**src/common/kbhp_pkg.sv**
```systemverilog
// constants for the keyboard controller host port
package kbhp_pkg;
   localparam int DATA_W = 8;
   // host port addresses, told apart by address line 2
   localparam logic [7:0] HOST_DATA_PORT = 8'h60;
   localparam logic [7:0] HOST_CMD_PORT = 8'h64;
   // host status field positions
   localparam int STS_OBF_BIT = 0;
   localparam int STS_IBF_BIT = 1;
   localparam int STS_CD_BIT = 3;
   localparam logic [7:0] STS_UD_MASK = 8'hF4;
   localparam logic [7:0] STS_RESET = 8'h00;
   // command/data encodings of the status bit
   localparam logic CD_DATA = 1'b0;
   localparam logic CD_CMD = 1'b1;
   // core port 2 bit positions
   localparam int P_ADDR_GATE = 1;
   localparam int P_MOUSE_DATA = 2;
   localparam int P_MOUSE_CLK = 3;
   localparam int P_KBD_IRQ = 4;
   localparam int P_AUX_IRQ = 5;
   localparam int P_KBD_CLK = 6;
   localparam int P_KBD_DATA = 7;
   // core restarts from this program address
   localparam logic [10:0] RESET_START_ADDR = 11'h000;
   // least reset pulse, in core clock periods
   localparam int RESET_MIN_CYC = 24;
   // input synchroniser depth
   localparam int SYNC_STAGES = 2;
   // power state of the core
   typedef enum logic [2:0] {
      PWR_RUN = 3'b001,
      PWR_SOFT = 3'b010,
      PWR_HARD = 3'b100
   } kbhp_pwr_e;
endpackage : kbhp_pkg

```
**src/hw/kbhp_host_port.sv**
```systemverilog
// host port, flags, interrupt gating, pins and power-down of the keyboard controller
`timescale 1ns/10ps
`default_nettype none
module kbhp_host_port #(
   parameter int BUF_W = 9
) (
   input wire logic clk, // 125 MHz clock
   input wire logic rst, // synchronous reset, active high
   input wire logic host_sel_n, // decoded port select, qualified by AEN
   input wire logic host_a2, // host address line 2
   input wire logic host_rd_n, // host read strobe
   input wire logic host_wr_n, // host write strobe
   input wire logic [7:0] host_wdata, // host data bus in
   output logic [7:0] host_rdata, // host data bus out
   output logic host_rdata_oe_n, // host bus drive, low drives
   output logic kbd_irq_out, // keyboard interrupt
   output logic aux_irq_out, // auxiliary interrupt
   input wire logic core_data_wr, // core writes the data register
   input wire logic core_data_rd, // core reads the data register
   input wire logic core_sts_wr, // core writes the status register
   input wire logic [7:0] core_wdata, // core write data
   output logic [7:0] core_input_buffer, // byte from host, registered
   output logic [7:0] core_status, // status as the core sees it
   input wire logic core_en_flags, // flag mode enable instruction
   input wire logic [7:0] core_port2, // core port 2 latch
   input wire logic core_halt, // halt instruction executed
   input wire logic core_stop, // stop instruction executed
   input wire logic ibf_irq_en, // core IN_BUF_FULL interrupt enable
   input wire logic tmr_irq_en, // core timer interrupt enable
   input wire logic tmr_overflow, // timer/counter overflow event
   output logic core_irq_ibf, // core interrupt from input buffer
   output logic core_irq_tmr, // core interrupt from timer
   output logic alu_clk_en, // ALU clock runs
   output logic osc_en, // oscillator driver enabled
   output logic wake_call, // wake pulse, call interrupt routine
   output logic wake_next, // wake pulse, continue with next instruction
   output logic core_restart, // pulse after reset, start at address below
   output logic [10:0] core_start_addr, // program start address
   input wire logic gp_route_gate, // route address gate to general pin
   input wire logic gp_user_level, // general pin level when not routed
   output logic general_out_pin, // general purpose output
   output logic addr_line_gate, // gate-A20 level
   input wire logic kbd_clk_pin_in, // keyboard clock pin level
   output logic kbd_clk_pin_out, // keyboard clock pin drive value
   output logic kbd_clk_pin_oe_n, // keyboard clock pin pull-down, low drives
   input wire logic kbd_data_pin_in, // keyboard data pin level
   output logic kbd_data_pin_out, // keyboard data pin drive value
   output logic kbd_data_pin_oe_n, // keyboard data pin pull-down, low drives
   input wire logic mouse_clk_pin_in, // mouse clock pin level
   output logic mouse_clk_pin_out, // mouse clock pin drive value
   output logic mouse_clk_pin_oe_n, // mouse clock pin pull-down, low drives
   input wire logic mouse_data_pin_in, // mouse data pin level
   output logic mouse_data_pin_out, // mouse data pin drive value
   output logic mouse_data_pin_oe_n, // mouse data pin pull-down, low drives
   output logic test_input_a, // keyboard clock level to core
   output logic test_input_b, // mouse clock level to core
   output logic in_port_bit_a, // keyboard data level to core
   output logic in_port_bit_b // mouse data level to core
);
   localparam int NSYNC = 16;

   // synchronisers for everything that arrives from pins
   logic [NSYNC-1:0] sync_a;
   logic [NSYNC-1:0] sync_b;
   logic rd_d;
   logic wr_d;
   logic host_rd_end;
   logic host_wr_end;
   logic s_sel_n;
   logic s_a2;
   logic s_rd_n;
   logic s_wr_n;
   logic [7:0] s_wdata;

   // flags and registers
   logic flag_mode;
   logic out_buf_full;
   logic cmd_data;
   logic [7:0] user_bits;
   logic [7:0] out_buffer;
   logic [7:0] host_status;
   kbhp_pkg::kbhp_pwr_e pwr;
   logic rst_d;

   // input buffer path
   logic push_valid;
   logic push_ready;
   logic in_buf_full;
   logic [BUF_W-1:0] head;

   // the buffer word is one byte plus its command/data mark
   if (BUF_W != kbhp_pkg::DATA_W + 1) begin : g_bad_buf_w
      $error("kbhp_host_port: BUF_W must be DATA_W+1");
   end

   always_ff @(posedge clk) begin
      if (rst) begin
         sync_a <= '1;
         sync_b <= '1;
      end else begin
         sync_a <= {host_sel_n, host_a2, host_rd_n, host_wr_n, host_wdata,
                    kbd_clk_pin_in, kbd_data_pin_in, mouse_clk_pin_in, mouse_data_pin_in};
         sync_b <= sync_a;
      end
   end

   assign s_sel_n = sync_b[15];
   assign s_a2 = sync_b[14];
   assign s_rd_n = sync_b[13];
   assign s_wr_n = sync_b[12];
   assign s_wdata = sync_b[11:4];

   // strobe edges; a transfer is taken as its strobe is released
   always_ff @(posedge clk) begin
      if (rst) begin
         rd_d <= 1'b0;
         wr_d <= 1'b0;
      end else begin
         rd_d <= ~s_rd_n & ~s_sel_n;
         wr_d <= ~s_wr_n & ~s_sel_n;
      end
   end

   assign host_rd_end = rd_d & (s_rd_n | s_sel_n);
   assign host_wr_end = wr_d & (s_wr_n | s_sel_n);

   // pin levels back to the core
   always_ff @(posedge clk) begin
      if (rst) begin
         test_input_a <= 1'b1;
         in_port_bit_a <= 1'b1;
         test_input_b <= 1'b1;
         in_port_bit_b <= 1'b1;
      end else begin
         test_input_a <= sync_b[3];
         in_port_bit_a <= sync_b[2];
         test_input_b <= sync_b[1];
         in_port_bit_b <= sync_b[0];
      end
   end

   // the flag mode, once entered, holds until reset
   always_ff @(posedge clk) begin
      if (rst) begin
         flag_mode <= 1'b0;
      end else if (core_en_flags) begin
         flag_mode <= 1'b1;
      end
   end

   // host writes enter a two-entry buffer, byte plus its command/data mark
   assign push_valid = host_wr_end;

   kbhp_pair_buf #(
      .W(BUF_W)
   ) u_in_buf (
      .clk(clk),
      .rst(rst),
      .in_valid(push_valid),
      .in_ready(push_ready),
      .in_data({s_a2, s_wdata}),
      .out_valid(in_buf_full),
      .out_ready(core_data_rd),
      .out_data(head)
   );

   assign core_input_buffer = head[7:0];

   // command/data follows address line 2 of each accepted host write
   always_ff @(posedge clk) begin
      if (rst) begin
         cmd_data <= kbhp_pkg::CD_DATA;
      end else if (host_wr_end && push_ready) begin
         cmd_data <= s_a2 ? kbhp_pkg::CD_CMD : kbhp_pkg::CD_DATA;
      end
   end

   // output buffer: set by core write wins over a host read in the same cycle
   always_ff @(posedge clk) begin
      if (rst) begin
         out_buf_full <= 1'b0;
      end else if (core_data_wr) begin
         out_buf_full <= 1'b1;
      end else if (host_rd_end && !s_a2) begin
         out_buf_full <= 1'b0;
      end
   end

   always_ff @(posedge clk) begin
      if (core_data_wr) begin
         out_buffer <= core_wdata;
      end
   end

   always_ff @(posedge clk) begin
      if (rst) begin
         user_bits <= kbhp_pkg::STS_RESET;
      end else if (core_sts_wr) begin
         user_bits <= core_wdata & kbhp_pkg::STS_UD_MASK;
      end
   end

   always_comb begin
      host_status = user_bits;
      host_status[kbhp_pkg::STS_OBF_BIT] = out_buf_full;
      host_status[kbhp_pkg::STS_IBF_BIT] = in_buf_full;
      host_status[kbhp_pkg::STS_CD_BIT] = cmd_data;
   end

   assign core_status = host_status;

   // host read data: status at the command port, output buffer at the data port
   always_ff @(posedge clk) begin
      if (rst) begin
         host_rdata <= 8'h00;
         host_rdata_oe_n <= 1'b1;
      end else begin
         host_rdata <= s_a2 ? host_status : out_buffer;
         host_rdata_oe_n <= s_rd_n | s_sel_n;
      end
   end

   // interrupt outputs
   always_ff @(posedge clk) begin
      if (rst) begin
         kbd_irq_out <= 1'b0;
         aux_irq_out <= 1'b0;
      end else if (flag_mode) begin
         kbd_irq_out <= core_port2[kbhp_pkg::P_KBD_IRQ] & out_buf_full;
         aux_irq_out <= core_port2[kbhp_pkg::P_AUX_IRQ] & ~in_buf_full;
      end else begin
         kbd_irq_out <= core_port2[kbhp_pkg::P_KBD_IRQ];
         aux_irq_out <= core_port2[kbhp_pkg::P_AUX_IRQ];
      end
   end

   // the core has just these two interrupt sources
   assign core_irq_ibf = in_buf_full & ibf_irq_en;
   assign core_irq_tmr = tmr_overflow & tmr_irq_en;

   // general pin and open-drain pins
   always_ff @(posedge clk) begin
      if (rst) begin
         addr_line_gate <= 1'b0;
         general_out_pin <= 1'b0;
         kbd_clk_pin_oe_n <= 1'b1;
         kbd_data_pin_oe_n <= 1'b1;
         mouse_clk_pin_oe_n <= 1'b1;
         mouse_data_pin_oe_n <= 1'b1;
      end else begin
         addr_line_gate <= core_port2[kbhp_pkg::P_ADDR_GATE];
         general_out_pin <= gp_route_gate ? core_port2[kbhp_pkg::P_ADDR_GATE]
                                          : gp_user_level;
         // a port bit of one pulls the pin low, zero releases it
         kbd_clk_pin_oe_n <= ~core_port2[kbhp_pkg::P_KBD_CLK];
         kbd_data_pin_oe_n <= ~core_port2[kbhp_pkg::P_KBD_DATA];
         mouse_clk_pin_oe_n <= ~core_port2[kbhp_pkg::P_MOUSE_CLK];
         mouse_data_pin_oe_n <= ~core_port2[kbhp_pkg::P_MOUSE_DATA];
      end
   end

   assign kbd_clk_pin_out = 1'b0;
   assign kbd_data_pin_out = 1'b0;
   assign mouse_clk_pin_out = 1'b0;
   assign mouse_data_pin_out = 1'b0;

   // power-down: reset always leaves it, an accepted host write also does
   always_ff @(posedge clk) begin
      if (rst) begin
         pwr <= kbhp_pkg::PWR_RUN;
         wake_call <= 1'b0;
         wake_next <= 1'b0;
      end else begin
         wake_call <= 1'b0;
         wake_next <= 1'b0;
         case (pwr)
            kbhp_pkg::PWR_RUN: begin
               if (core_stop) begin
                  pwr <= kbhp_pkg::PWR_HARD;
               end else if (core_halt) begin
                  pwr <= kbhp_pkg::PWR_SOFT;
               end
            end
            kbhp_pkg::PWR_SOFT, kbhp_pkg::PWR_HARD: begin
               if (push_valid && push_ready) begin
                  pwr <= kbhp_pkg::PWR_RUN;
                  wake_call <= ibf_irq_en;
                  wake_next <= ~ibf_irq_en;
               end
            end
            default: begin
               pwr <= kbhp_pkg::PWR_RUN;
            end
         endcase
      end
   end

   assign alu_clk_en = (pwr == kbhp_pkg::PWR_RUN);
   assign osc_en = (pwr != kbhp_pkg::PWR_HARD);

   // restart pulse on the first cycle after reset is released
   always_ff @(posedge clk) begin
      rst_d <= rst;
   end

   assign core_restart = rst_d & ~rst;
   assign core_start_addr = kbhp_pkg::RESET_START_ADDR;

   // checks
   AST_KBD_IRQ_OUT_FLAG: assert property (@(posedge clk) disable iff (rst)
      flag_mode && core_port2[kbhp_pkg::P_KBD_IRQ] |=> kbd_irq_out == $past(out_buf_full))
      else $error("keyboard irq does not follow OUT_BUF_FULL in flag mode");

   AST_KBD_IRQ_OUT_LOW: assert property (@(posedge clk) disable iff (rst)
      flag_mode && !core_port2[kbhp_pkg::P_KBD_IRQ] |=> !kbd_irq_out)
      else $error("keyboard irq not held low with port bit clear");

   AST_KBD_IRQ_OUT_DIRECT: assert property (@(posedge clk) disable iff (rst)
      !flag_mode |=> kbd_irq_out == $past(core_port2[kbhp_pkg::P_KBD_IRQ]))
      else $error("keyboard irq does not follow port bit");

   AST_AUX_IRQ_OUT_FLAG: assert property (@(posedge clk) disable iff (rst)
      flag_mode && core_port2[kbhp_pkg::P_AUX_IRQ] |=> aux_irq_out == !$past(in_buf_full))
      else $error("aux irq is not inverted IN_BUF_FULL");

   AST_AUX_IRQ_OUT_DIRECT: assert property (@(posedge clk) disable iff (rst)
      !flag_mode |=> aux_irq_out == $past(core_port2[kbhp_pkg::P_AUX_IRQ]))
      else $error("aux irq does not follow port bit");

   AST_OBF_SET: assert property (@(posedge clk) disable iff (rst)
      core_data_wr |=> out_buf_full && out_buffer == $past(core_wdata))
      else $error("core data write did not load output buffer");

   AST_OBF_CLR: assert property (@(posedge clk) disable iff (rst)
      host_rd_end && !s_a2 && !core_data_wr |=> !out_buf_full)
      else $error("host data read did not clear OUT_BUF_FULL");

   AST_CD_CMD: assert property (@(posedge clk) disable iff (rst)
      host_wr_end && push_ready |=> cmd_data == $past(s_a2) && in_buf_full)
      else $error("host write did not set C/D and IN_BUF_FULL");

   AST_FLAG_STICKY: assert property (@(posedge clk) disable iff (rst)
      flag_mode |=> flag_mode)
      else $error("flag mode dropped without reset");

   AST_HALT_WAKE: assert property (@(posedge clk) disable iff (rst)
      pwr != kbhp_pkg::PWR_RUN && push_valid && push_ready
      |=> alu_clk_en && (wake_call == $past(ibf_irq_en)) && (wake_next != wake_call))
      else $error("host write did not wake the core correctly");

   AST_STOP_OSC: assert property (@(posedge clk) disable iff (rst)
      pwr == kbhp_pkg::PWR_RUN && core_stop |=> !osc_en && !alu_clk_en)
      else $error("stop did not halt the oscillator");

   AST_RESET_CLR: assert property (@(posedge clk)
      rst |=> host_status == kbhp_pkg::STS_RESET && !kbd_irq_out)
      else $error("status not cleared by reset");
endmodule : kbhp_host_port
`default_nettype wire

```
**src/hw/kbhp_pair_buf.sv**
```systemverilog
// two-entry buffer with valid and ready on both sides
`timescale 1ns/10ps
`default_nettype none
module kbhp_pair_buf #(
   parameter int W = 8
) (
   input wire logic clk, // clock
   input wire logic rst, // synchronous reset
   input wire logic in_valid, // word offered
   output logic in_ready, // room for a word
   input wire logic [W-1:0] in_data, // word in
   output logic out_valid, // word held
   input wire logic out_ready, // word taken
   output logic [W-1:0] out_data // oldest word, registered
);
   logic [1:0] count;
   logic [W-1:0] second;
   logic push;
   logic pop;

   // refuse a width the buffer cannot hold
   if (W < 1) begin : g_bad_w
      $error("kbhp_pair_buf: W must be at least 1");
   end

   assign in_ready = (count != 2'h2);
   assign out_valid = (count != 2'h0);
   assign push = in_valid & in_ready;
   assign pop = out_valid & out_ready;

   always_ff @(posedge clk) begin
      if (rst) begin
         count <= 2'h0;
      end else if (push && !pop) begin
         count <= count + 2'h1;
      end else if (pop && !push) begin
         count <= count - 2'h1;
      end
   end

   // data words carry no reset value
   always_ff @(posedge clk) begin
      if (push && pop) begin
         if (count == 2'h1) begin
            out_data <= in_data;
         end else begin
            out_data <= second;
            second <= in_data;
         end
      end else if (pop) begin
         out_data <= second;
      end else if (push) begin
         if (count == 2'h0) begin
            out_data <= in_data;
         end else begin
            second <= in_data;
         end
      end
   end
endmodule : kbhp_pair_buf
`default_nettype wire

```
**config.mk**
```make
export PLATFORM = sky130hd
export DESIGN_NAME = kbhp_host_port
export DESIGN_NICKNAME = d
export VERILOG_FILES = /design/src/common/kbhp_pkg.sv /design/src/hw/kbhp_host_port.sv /design/src/hw/kbhp_pair_buf.sv
export SDC_FILE = /design/constraint.sdc
export NUM_CORES = 1
export LEC_CHECK = 0
export ABC_AREA = 1
export BUFFER_PORTS_ARGS = -buffer_cell sky130_fd_sc_hd__buf_4
export CAP_MARGIN = 10
export CELL_PAD_IN_SITES_DETAIL_PLACEMENT = 0
export CELL_PAD_IN_SITES_GLOBAL_PLACEMENT = 1
export CORE_MARGIN = 3
export CORE_UTILIZATION = 34
export DETAILED_ROUTE_END_ITERATION = 8
export GPL_ROUTABILITY_DRIVEN = 0
export PLACE_DENSITY_LB_ADDON = 0.1
export REMOVE_ABC_BUFFERS = 1
export SETUP_SLACK_MARGIN = 0.02
export SLEW_MARGIN = 30
export SYNTH_ARGS = -nofsm -noshare
export SYNTH_HDL_FRONTEND = slang
export SYNTH_SLANG_ARGS = --single-unit
```
**constraint.sdc**
```tcl
create_clock -name clk -period 2.46 [get_ports clk]
set_input_delay 0.246 -clock clk [delete_from_list [all_inputs] [get_ports clk]]
set_output_delay 0.246 -clock clk [all_outputs]
set_load 0.02 [all_outputs]
```
# Word level (Yosys, flattened, before mapping)
# Cells that the tools add are included.
dict set report totals {
  regBits 95
  inputBits 45
  out_inout_bits 59
  elab_cells 111
}
dict set report classes {
  n_addsub 2
  n_eq_ne 11
  muxes 23
  bitwise 25
  reduce_logical 20
}
# cell n
set op_table {}
lappend op_table {{$mux 8} 11}
lappend op_table {{$not 1->1} 12}
lappend op_table {{$and 1x1->1} 11}
lappend op_table {{$mux 3} 3}
lappend op_table {{$ne 2x2->1 const B} 4}
lappend op_table {{$reduce_bool 2->1} 4}
lappend op_table {{$mux 1} 6}
lappend op_table {{$ne 3x3->1 const B} 2}
lappend op_table {{$pmux 3 s2} 1}
lappend op_table {{$reduce_bool 3->1} 2}
lappend op_table {{$logic_and 1x1->1} 5}
lappend op_table {{$mux 2} 2}
lappend op_table {{$reduce_and 2->1} 2}
lappend op_table {{$reduce_and 4->1} 1}
lappend op_table {{$eq 3x1->1 const B} 1}
lappend op_table {{$eq 3x2->1 const B} 1}
lappend op_table {{$eq 3x3->1 const B} 1}
lappend op_table {{$logic_not 1->1} 3}
lappend op_table {{$reduce_or 3->1} 1}
lappend op_table {{$add 2x1->2 const B} 1}
lappend op_table {{$eq 2x1->1 const B} 1}
lappend op_table {{$logic_not 2->1} 1}
lappend op_table {{$ne 2x1->1 const B} 1}
lappend op_table {{$or 1x1->1} 2}
lappend op_table {{other kinds (2)} 2}

# Longest topological paths before layout
# Gate-level depths: netlist of run 1.
dict set report depth {
  ltp_word 7
  depth_mapped 11
  ltp_nobuf 10
}

# Cells and area by module
# Synthesis of run 1 repeated with hierarchy kept, for this count alone.
dict set report unflattened {
  hier_cells 352
  hier_area_um2 3607.2
}
# module instances cells_each area_each_um2 seq_area_each_um2
set modules_own_cells {}
lappend modules_own_cells {kbhp_host_port 1 245 2488.6 1621.6}
lappend modules_own_cells {kbhp_pair_buf 1 107 1118.6 580.6}

# Worst setup path before layout of run 1
# OpenSTA, ideal clock, no wires.
dict set report synth_path {
  kind {register to register}
  start {register u_in_buf.count[0]}
  end {register u_in_buf.second[0], enable pin}
  setup_ns 0.386
  arrival_ns 1.921
  t_required_ns 2.074
  path_slack_ns 0.153
  stages_incl_launch_ff 9
  path_buffers 0
  period_less_slack_ns 2.307
  path_cell_list {dfxtp_1 -> inv_1 -> ha_1 -> nor2_1 -> nand2_1 -> inv_1 -> ha_1 -> inv_1 -> a211oi_1}
}
dict set report synth_via {
  elab_chain_cells 5
  word_cells_on_any_way 12
  cone_classes {5 x eq/ne; 2 x bitwise; 5 x reduce/logical}
}
# item line_no
set synth_rtl {}
lappend synth_rtl {{start: declaration} kbhp_pair_buf.sv:16} ;# logic [1:0] count;
lappend synth_rtl {{start signal: assignment} kbhp_pair_buf.sv:35} ;# count <= count + 2'h1;
lappend synth_rtl {{start signal: assignment} kbhp_pair_buf.sv:37} ;# count <= count - 2'h1;
lappend synth_rtl {{$ne 2x2->1 *} kbhp_pair_buf.sv:26} ;# assign in_ready = (count != 2'h2);
lappend synth_rtl {{$and 1x1->1 *} kbhp_pair_buf.sv:28} ;# assign push = in_valid & in_ready;
lappend synth_rtl {{named net u_in_buf.push} kbhp_pair_buf.sv:18} ;# logic push;
lappend synth_rtl {{$logic_and 1x1->1} kbhp_pair_buf.sv:43} ;# if (push && pop) begin
lappend synth_rtl {{$ne 2x2->1 (no source line) (tied with other cells)} --}
lappend synth_rtl {{$reduce_and 4->1 (no source line) *} --}
lappend synth_rtl {{end signal: assignment} kbhp_pair_buf.sv:48} ;# second <= in_data;
lappend synth_rtl {{end signal: assignment} kbhp_pair_buf.sv:56} ;# second <= in_data;
lappend synth_rtl {{end: declaration} kbhp_pair_buf.sv:17} ;# logic [W-1:0] second;
# The timed path passes the listed nets; every way through them passes the cells marked *.
# A chain may end at the register's enable or synchronous reset.

# Worst setup path in the final report of run 1
dict set report layout_path {
  start {register u_in_buf.count[0]}
  end {register u_in_buf.out_data[0], data pin}
}
dict set report layout_via {
  elab_chain_cells 4
  word_cells_on_any_way 9
  cone_classes {2 x eq/ne; 3 x mux; 2 x bitwise; 2 x reduce/logical}
}
# item line_no
set layout_rtl {}
lappend layout_rtl {{$ne 2x2->1} kbhp_pair_buf.sv:26}
lappend layout_rtl {{$and 1x1->1} kbhp_pair_buf.sv:28}
lappend layout_rtl {{named net u_in_buf.push} kbhp_pair_buf.sv:18}
lappend layout_rtl {{$logic_and 1x1->1} kbhp_pair_buf.sv:43}
lappend layout_rtl {{$mux 8} kbhp_pair_buf.sv:43}
lappend layout_rtl {{end signal: assignment} kbhp_pair_buf.sv:45} ;# out_data <= in_data;
lappend layout_rtl {{end signal: assignment} kbhp_pair_buf.sv:47} ;# out_data <= second;
lappend layout_rtl {{end signal: assignment} kbhp_pair_buf.sv:51} ;# out_data <= second;
lappend layout_rtl {{end: declaration} kbhp_pair_buf.sv:14} ;# output logic [W-1:0] out_data
# The timed path passes the listed nets, and every way through them passes these cells.

==> results of run 1 <==
[cell usage in the layout (no fill, tap or decap)]
master,instances
or2_0,1
nand2_2,2
clkinv_4,2
o21ai_2,2
inv_1,30
clkbuf_1,1
nand2_1,23
xnor2_1,1
edfxtp_1,24
o21ai_0,24
inv_2,1
ha_1,6
a21boi_4,1
or2_2,37
clkinv_2,3
o21ai_1,1
clkbuf_8,9
nor2_1,36
xor2_1,1
a21oi_1,10
nand4_1,2
nand2_4,1
bufinv_16,1
a211oi_1,1
nand3_1,5
buf_4,90
dfxtp_1,71
conb_1,15
[report_power, final]
part,internal [W],switching [W],total [W]
Combinational,0.000207,0.000284,0.000491
Sequential,0.00171,0.0000395,0.00175
Clock,0.000469,0.000526,0.000995
[cell families after synthesis]
kind of cell | after synthesis | synth area share, %
simple gates | 107 | 15.9
flops | 95 | 65.3
buf+inv | 58 | 9.16
compound gates | 39 | 6.68
fa+ha+maj | 6 | 2.29
xor+xnor | 2 | 0.534
other cells | 1 | 0.114
[synthesized netlist by cell type (2+ instances only)]
cell / number
edfxtp_1: 24
nor2_1: 36
buf_2: 3
nand2_2: 2
dfxtp_1: 71
nand2_1: 23
inv_1: 30
o21ai_0: 24
ha_1: 6
buf_4: 19
or2_2: 37
nand4_1: 2
a21oi_1: 10
nand3_1: 5
clkbuf_1: 4
o21ai_2: 2
[metrics by stage]
| step | cell area (um2) | utilization (%) |
|---|---|---|
| global placement | 3980 | 42.9 |
| floorplan | 3150 | - |
| global route | 4170 | 45.0 |
| detailed placement | 3980 | 42.9 |
| finish | 4170 | 45.0 |
| CTS | 4170 | 45.0 |
[metal layers]
metal / share of wire, % / GRT usage (%) / vias to the layer above
li1: - / - / 1110
met1: 43 / 13.4 / 955
met2: 48 / 19.5 / 62
met3: 7.5 / 5.46 / 8
met4: 1.3 / 3.70 / 0
met5: 0 / 0 / -
[worst reg2reg max path: stages (launching register included)]
cell and delay (ps):
dfxtp_1 380, inv_1 80, ha_1 190, nor2_1 90, nand2_1 150, inv_1 170
ha_1 200, inv_1 90, a21boi_4 410, o21ai_0 150
[sequential cells by signal, indices dropped and copies added (netlist names), 2 cells and up]
| register | flops |
|---|---|
| sync_a | 16 |
| sync_b | 16 |
| host_rdata | 8 |
| out_buffer | 8 |
| u_in_buf.out_data | 8 |
| u_in_buf.second | 8 |
| user_bits | 5 |
| pwr | 3 |
| u_in_buf.count | 2 |
[worst max-delay path by stage]
stage	end	slack, ps	from	depth (start not counted)
floorplan	u_in_buf.second[0]	150	u_in_buf.count[0]	8
global placement	u_in_buf.out_data[3]	340	u_in_buf.count[0]	9
detailed placement	u_in_buf.out_data[0]	280	u_in_buf.count[0]	9
CTS	u_in_buf.out_data[0]	280	u_in_buf.count[0]	9
global route	u_in_buf.out_data[0]	80	u_in_buf.count[0]	9
finish	u_in_buf.out_data[0]	300	u_in_buf.count[0]	9
[cell type report]
class / instances / area (um2)
Fill cell: 912 / 5110
Clock inverter: 6 / 62.6
Clock buffer: 10 / 128
Tap cell: 129 / 161
Multi-Input combinational cell: 169 / 888
Timing Repair Buffer: 90 / 676
Inverter: 31 / 116
Sequential cell: 95 / 2140
==> key figures, run 1 <==
Floorplan
  • Die area: 10900 um2
  • I/O pins: 104
  • Die Span Y: 104 um
  • Initial Util: 35.3%
  • Cell Rows: 35
  • CORE AREA: 9280 um2
  • Die Wd: 104 um

Placement
  • HPWL Detailed: 4.17 mm
  • Dpl ws: 284 ps
  • I/O Buffers: 87
  • DP Cell Count: 514

Worst setup path
  • Element type at the critical path start: flop
  • Path depth of the worst reg2reg path: 9
  • CP dominant cell by count: inv_1
  • R2r setup slk: 300 ps
  • FF-to-FF Start: u_in_buf.count[0]
  • Top delay family on crit path: compound AO/OA/AOI/OAI gates
  • Slowest cell on the critical path: a21boi_4
  • WS Path Type: flop to flop
  • R2r endpoint: u_in_buf.out_data[0]
  • CP Cell Sequence: inv_1, ha_1, nor2_1, nand2_1, inv_1, ha_1, inv_1, a21boi_4, o21ai_0
  • Sum of buffers and inverters on the critical path: 3
  • CP Max Fanout: 16
  • Critical Path Max Stage Delay: 400 ps
  • WP data required: 2550 ps
  • CP arrival: 2250 ps
  • Critical Path Sink Type: flop

Run status
  • Status: finished clean

Flow run
  • Max-cap violations: 0

Finish
  • Diode count: 0
  • # nets final: 447
  • Post-Layout Cell Count: 530
  • Layout cell share with drive strength beyond 1: 37.2%
  • Area Growth Syn to Fin: 27.3%

Pwr
  • P_leak: 1.90 nW
  • Total Power: 0.00323 W
  • Worst vdd ir: 0.388 mV
  • Pwr/cell area: 774 nW/um2

Yosys
  • Synth top area share: 43.4%
  • Main area contributors after synthesis: dfxtp_1, edfxtp_1, or2_2
  • Post-synth EDFFs: 24
  • Synth Instances: 308
  • Top_reg_cell synth: dfxtp_1
  • Avg Cell Area, Syn: 10.6 um2
  • Sequential element share of the synthesized area: 65.3%
  • Synth cell types: 26
  • Synth Register Bits: 95
  • Post-synth ARST share: 0%
  • Synth Cell Area: 3280 um2
  • Dominant cell type by area after synthesis: dfxtp_1
  • YS warnings: 0

Drt
  • WL/cell: 11.4 um
  • Via/cell ratio: 4.03
  • Total Wirelength: 6.07 mm
  • Vias: 2135
  • Number of iterations in the first detailed-routing pass: 4
  • # DRC: 0
  • Initial DRC Count: 56
  • Remaining antenna violation count: 0

CTS
  • Post_cts resized: 0
  • CTS buffer count: 9
  • Clock Path Buffers: 2
  • Clk pin slew, worst setup/hold paths: 90 ps
  • Root buf cell: clkbuf_8
  • Clk_lat worst skew: 350 ps
  • CTS tree: yes
  • # hold bufs at CTS: 0
  • H-tree levels: 3
  • Setup Fix Bufs, Post-CTS: 0
  • Clk sinks: 95

STA
  • Setup violators final: 0
  • RSZ-0062 raised after global routing: no
  • Hold Violations, Final: 0
  • Max Fclk: 463 MHz
  • Final WS setup: 301 ps
  • Final min period: 2160 ps
  • Slew Limit Headroom: 52.5%
  • Clk_skew: 8.16 ps
  • Worst slew pin tran: 712 ps
  • Setup TNS: 0 ps
  • Min Hold Slack: 45.7 ps
  • Final worst path period share: 87.8%
  • Slew Viols, Final: 0

Hold path
  • Hold Startpoint: core_port2[6]
  • Tightest Hold Check Type: input port to flop
  • Hold Path Depth: 2
  • Hold Path End: kbd_clk_pin_oe_n

Global routing
  • GRT Residual Overflow: 0
  • Global-route wire length before repair: 10.1 mm
  • Initial antenna violation count: 0
  • Overall Global Routing Usage: 11.7%
  • Number of global-route vias before repair: 2145
  • Largest net degree at the start of global routing: 47
(Power assumes the default switching activity.)
==> run 2, diff against run 1 <==
REMOVE_ABC_BUFFERS = not set   (was 1)
==> run 2 against run 1 <==
Maximum frequency up 1.8%; die area is the same; combinational power down 0.8%; final cell count is 0.19% lower; hold slack worse by 12 ps; sequential share of layout area fell by 0.15 points; critical path type unchanged; critical endpoint unchanged; largest power group unchanged; highest routed layer unchanged.
==> key figures, run 2 (synthesized netlist as in run 1, its figures left out) <==
Floorplan
  • Die Span Y: 104 um (unchanged)
  • Initial Util: 35.3% (unchanged)
  • CORE AREA: 9280 um2 (unchanged)
  • Die area: 10900 um2 (unchanged)
  • I/O pins: 104 (unchanged)
  • Cell Rows: 35 (unchanged)
  • Die Wd: 104 um (unchanged)

STA
  • Setup TNS: 0 ps (unchanged)
  • Slew Viols, Final: 0 (unchanged)
  • Min Hold Slack: 33.9 ps (was 45.7 ps)
  • Hold Violations, Final: 0 (unchanged)
  • Final worst path period share: 86.2% (was 87.8%)
  • RSZ-0062 raised after global routing: no (unchanged)
  • Max Fclk: 471 MHz (was 463 MHz)
  • Clk_skew: 13.1 ps (was 8.16 ps)
  • Setup violators final: 0 (unchanged)
  • Worst slew pin tran: 667 ps (was 712 ps)
  • Final min period: 2120 ps (was 2160 ps)
  • Slew Limit Headroom: 55.5% (was 52.5%)

Pwr
  • Sw frac: 28.6% (was 26.3%)
  • Worst vdd ir: 0.268 mV (was 0.388 mV)
  • Total Power: 0.00325 W (was 0.00323 W)
  • P_leak: 1.90 nW (about the same)
  • Combinational power share: 15.0% (was 15.2%)
  • Pwr/cell area: 776 nW/um2 (was 774 nW/um2)
  • Psw: 0.000929 W (was 0.000850 W)
  • Clock share of power: 31.4% (was 30.8%)
  • Seq pwr share: 53.6% (was 54.0%)
  • Cell-internal power: 0.00232 W (was 0.00238 W)

Worst setup path
  • Sum of buffers and inverters on the critical path: 3 (unchanged)
  • WS Path Type: flop to flop (unchanged)
  • Element type at the critical path start: flop (unchanged)
  • WP data required: 2560 ps (was 2550 ps)
  • CP Max Fanout: 16 (unchanged)
  • CP dominant cell by count: inv_1 (unchanged)
  • CP Cell Sequence: inv_1, ha_1, nor2_1, nand2_1, inv_1, ha_1, inv_1, a21boi_4, o21ai_0 (unchanged)
  • CP arrival: 2220 ps (was 2250 ps)
  • Slowest cell on the critical path: dfxtp_1 (was a21boi_4)
  • Top delay family on crit path: compound AO/OA/AOI/OAI gates (unchanged)
  • Critical Path Sink Type: flop (unchanged)
  • Critical Path Max Stage Delay: 380 ps (was 400 ps)

CTS
  • CTS tree: yes (unchanged)
  • CTS buffer count: 9 (unchanged)
  • H-tree levels: 3 (unchanged)
  • Clock Path Buffers: 2 (unchanged)
  • # hold bufs at CTS: 0 (unchanged)
  • Post_cts resized: 0 (unchanged)
  • Root buf cell: clkbuf_8 (unchanged)
  • Clk sinks: 95 (unchanged)
  • Clk_lat worst skew: 360 ps (was 350 ps)
  • Clk pin slew, worst setup/hold paths: 110 ps (was 90 ps)
  • Setup Fix Bufs, Post-CTS: 0 (unchanged)

Finish
  • Diode count: 0 (unchanged)
  • Most frequent cells in the layout: buf_4, dfxtp_1, or2_2 (unchanged)
  • Layout cell share with drive strength beyond 1: 37.3% (was 37.2%)
  • Area Growth Syn to Fin: 27.7% (was 27.3%)
  • Post-Layout Cell Count: 529 (was 530)
  • Commonest non-fill, non-tap cell in the layout: buf_4 (unchanged)
  • # nets final: 446 (was 447)
  • Final Cell Area: 4190 um2 (was 4170 um2)
  • Biggest regs: sync_a: 16 flops, sync_b: 16 flops (unchanged)

Global routing
  • Number of global-route vias before repair: 1953 (was 2145)
  • Gr busiest metal: met2 (unchanged)
  • Largest net degree at the start of global routing: 48 (was 47)
  • Met1 Use GR: 13.1% (was 13.4%)
  • Initial antenna violation count: 0 (unchanged)
  • Overall Global Routing Usage: 10.8% (was 11.7%)
  • Met2 GRT Util: 17.2% (was 19.5%)
  • Global-route wire length before repair: 9.30 mm (was 10.1 mm)
  • Met3 usage in global routing: 3.04% (was 5.46%)
  • GRT Residual Overflow: 0 (unchanged)

Drt
  • Number of iterations in the first detailed-routing pass: 5 (was 4)
  • Remaining antenna violation count: 0 (unchanged)
  • # DRC: 0 (unchanged)
  • WL/cell: 10.7 um (was 11.4 um)
  • Via/cell ratio: 3.98 (was 4.03)
  • Total Wirelength: 5.63 mm (was 6.07 mm)
  • Vias: 2103 (was 2135)
  • Initial DRC Count: 72 (was 56)

Placement
  • DP Cell Count: 513 (was 514)
  • Post-DP Area: 3980 um2 (about the same)
  • HPWL Detailed: 3.99 mm (was 4.17 mm)
  • I/O Buffers: 87 (unchanged)

Hold path
  • Tightest Hold Check Type: input port to flop (unchanged)

Run status
  • Status: finished clean (unchanged)

Flow run
  • Max-cap violations: 0 (unchanged)
run 2: cell count changes in the layout (fill, tap and decap cells not counted):
cell | previous run | this run
clkinv_4 | 2 | 1
clkinv_8 | 0 | 3
clkinv_2 | 3 | 0
clkbuf_1 | 1 | 0
inv_8 | 0 | 1
bufinv_16 | 1 | 0
inv_6 | 0 | 2
buf_4 | 90 | 89
run 2: worst reg2reg max path: cells and delay by family, from the launching register on:
kind,cells,cell delay (ps)
and+or+nand+nor,2,240
buffers and inverters,3,340
adders and majority gates,2,400
DFF,1,380
AOI/OAI and AO/OA,2,510
run 2: layout make-up:
| class | instances | area [um2] |
|---|---|---|
| fillers | 933 | 5100 |
| flip-flops and latches | 95 | 2140 |
| clock inverters | 7 | 86.3 |
| multi-input cells | 169 | 888 |
| well taps | 129 | 161 |
| repair buffers | 89 | 668 |
| clock buffers | 9 | 124 |
| inverters | 31 | 116 |
run 2: worst paths after layout:
| kind | from | end | slack [ps] | cells past startpoint |
|---|---|---|---|---|
| hold reg to reg | sync_a[4] | sync_b[4] | 420 | 1 |
| setup reg to reg | u_in_buf.count[0] | u_in_buf.out_data[0] | 340 | 9 |
| setup / recovery | u_in_buf.count[0] | u_in_buf.out_data[0] | 340 | 9 |
| hold / removal | core_port2[6] | kbd_clk_pin_oe_n | 30 | 2 |
run 2: metal layers:
layer | part of all wire [%] | up-vias
met4 | 1.0 | 0
li1 | - | 1112
met1 | 44 | 924
met2 | 49 | 63
met3 | 6.3 | 4
met5 | 0 | -
run 2: per-stage QoR:
step / util, % / setup WS [ps]
after floorplan: - / 153
after global placement: 42.8 / 361
after detailed placement: 42.8 / 304
after CTS: 45.1 / 298
after global routing: 45.1 / 20.3
final: 45.1 / 339
run 2: power groups by stage:
stage | logic [W] | registers [W] | clock network [W]
floorplan | 0.000288 | 0.00182 | 0
global placement | 0.000489 | 0.00178 | 0
detailed placement | 0.000495 | 0.00178 | 0
CTS | 0.000497 | 0.00175 | 0.00107
global route | 0.000544 | 0.00175 | 0.00113
finish | 0.000487 | 0.00174 | 0.00102
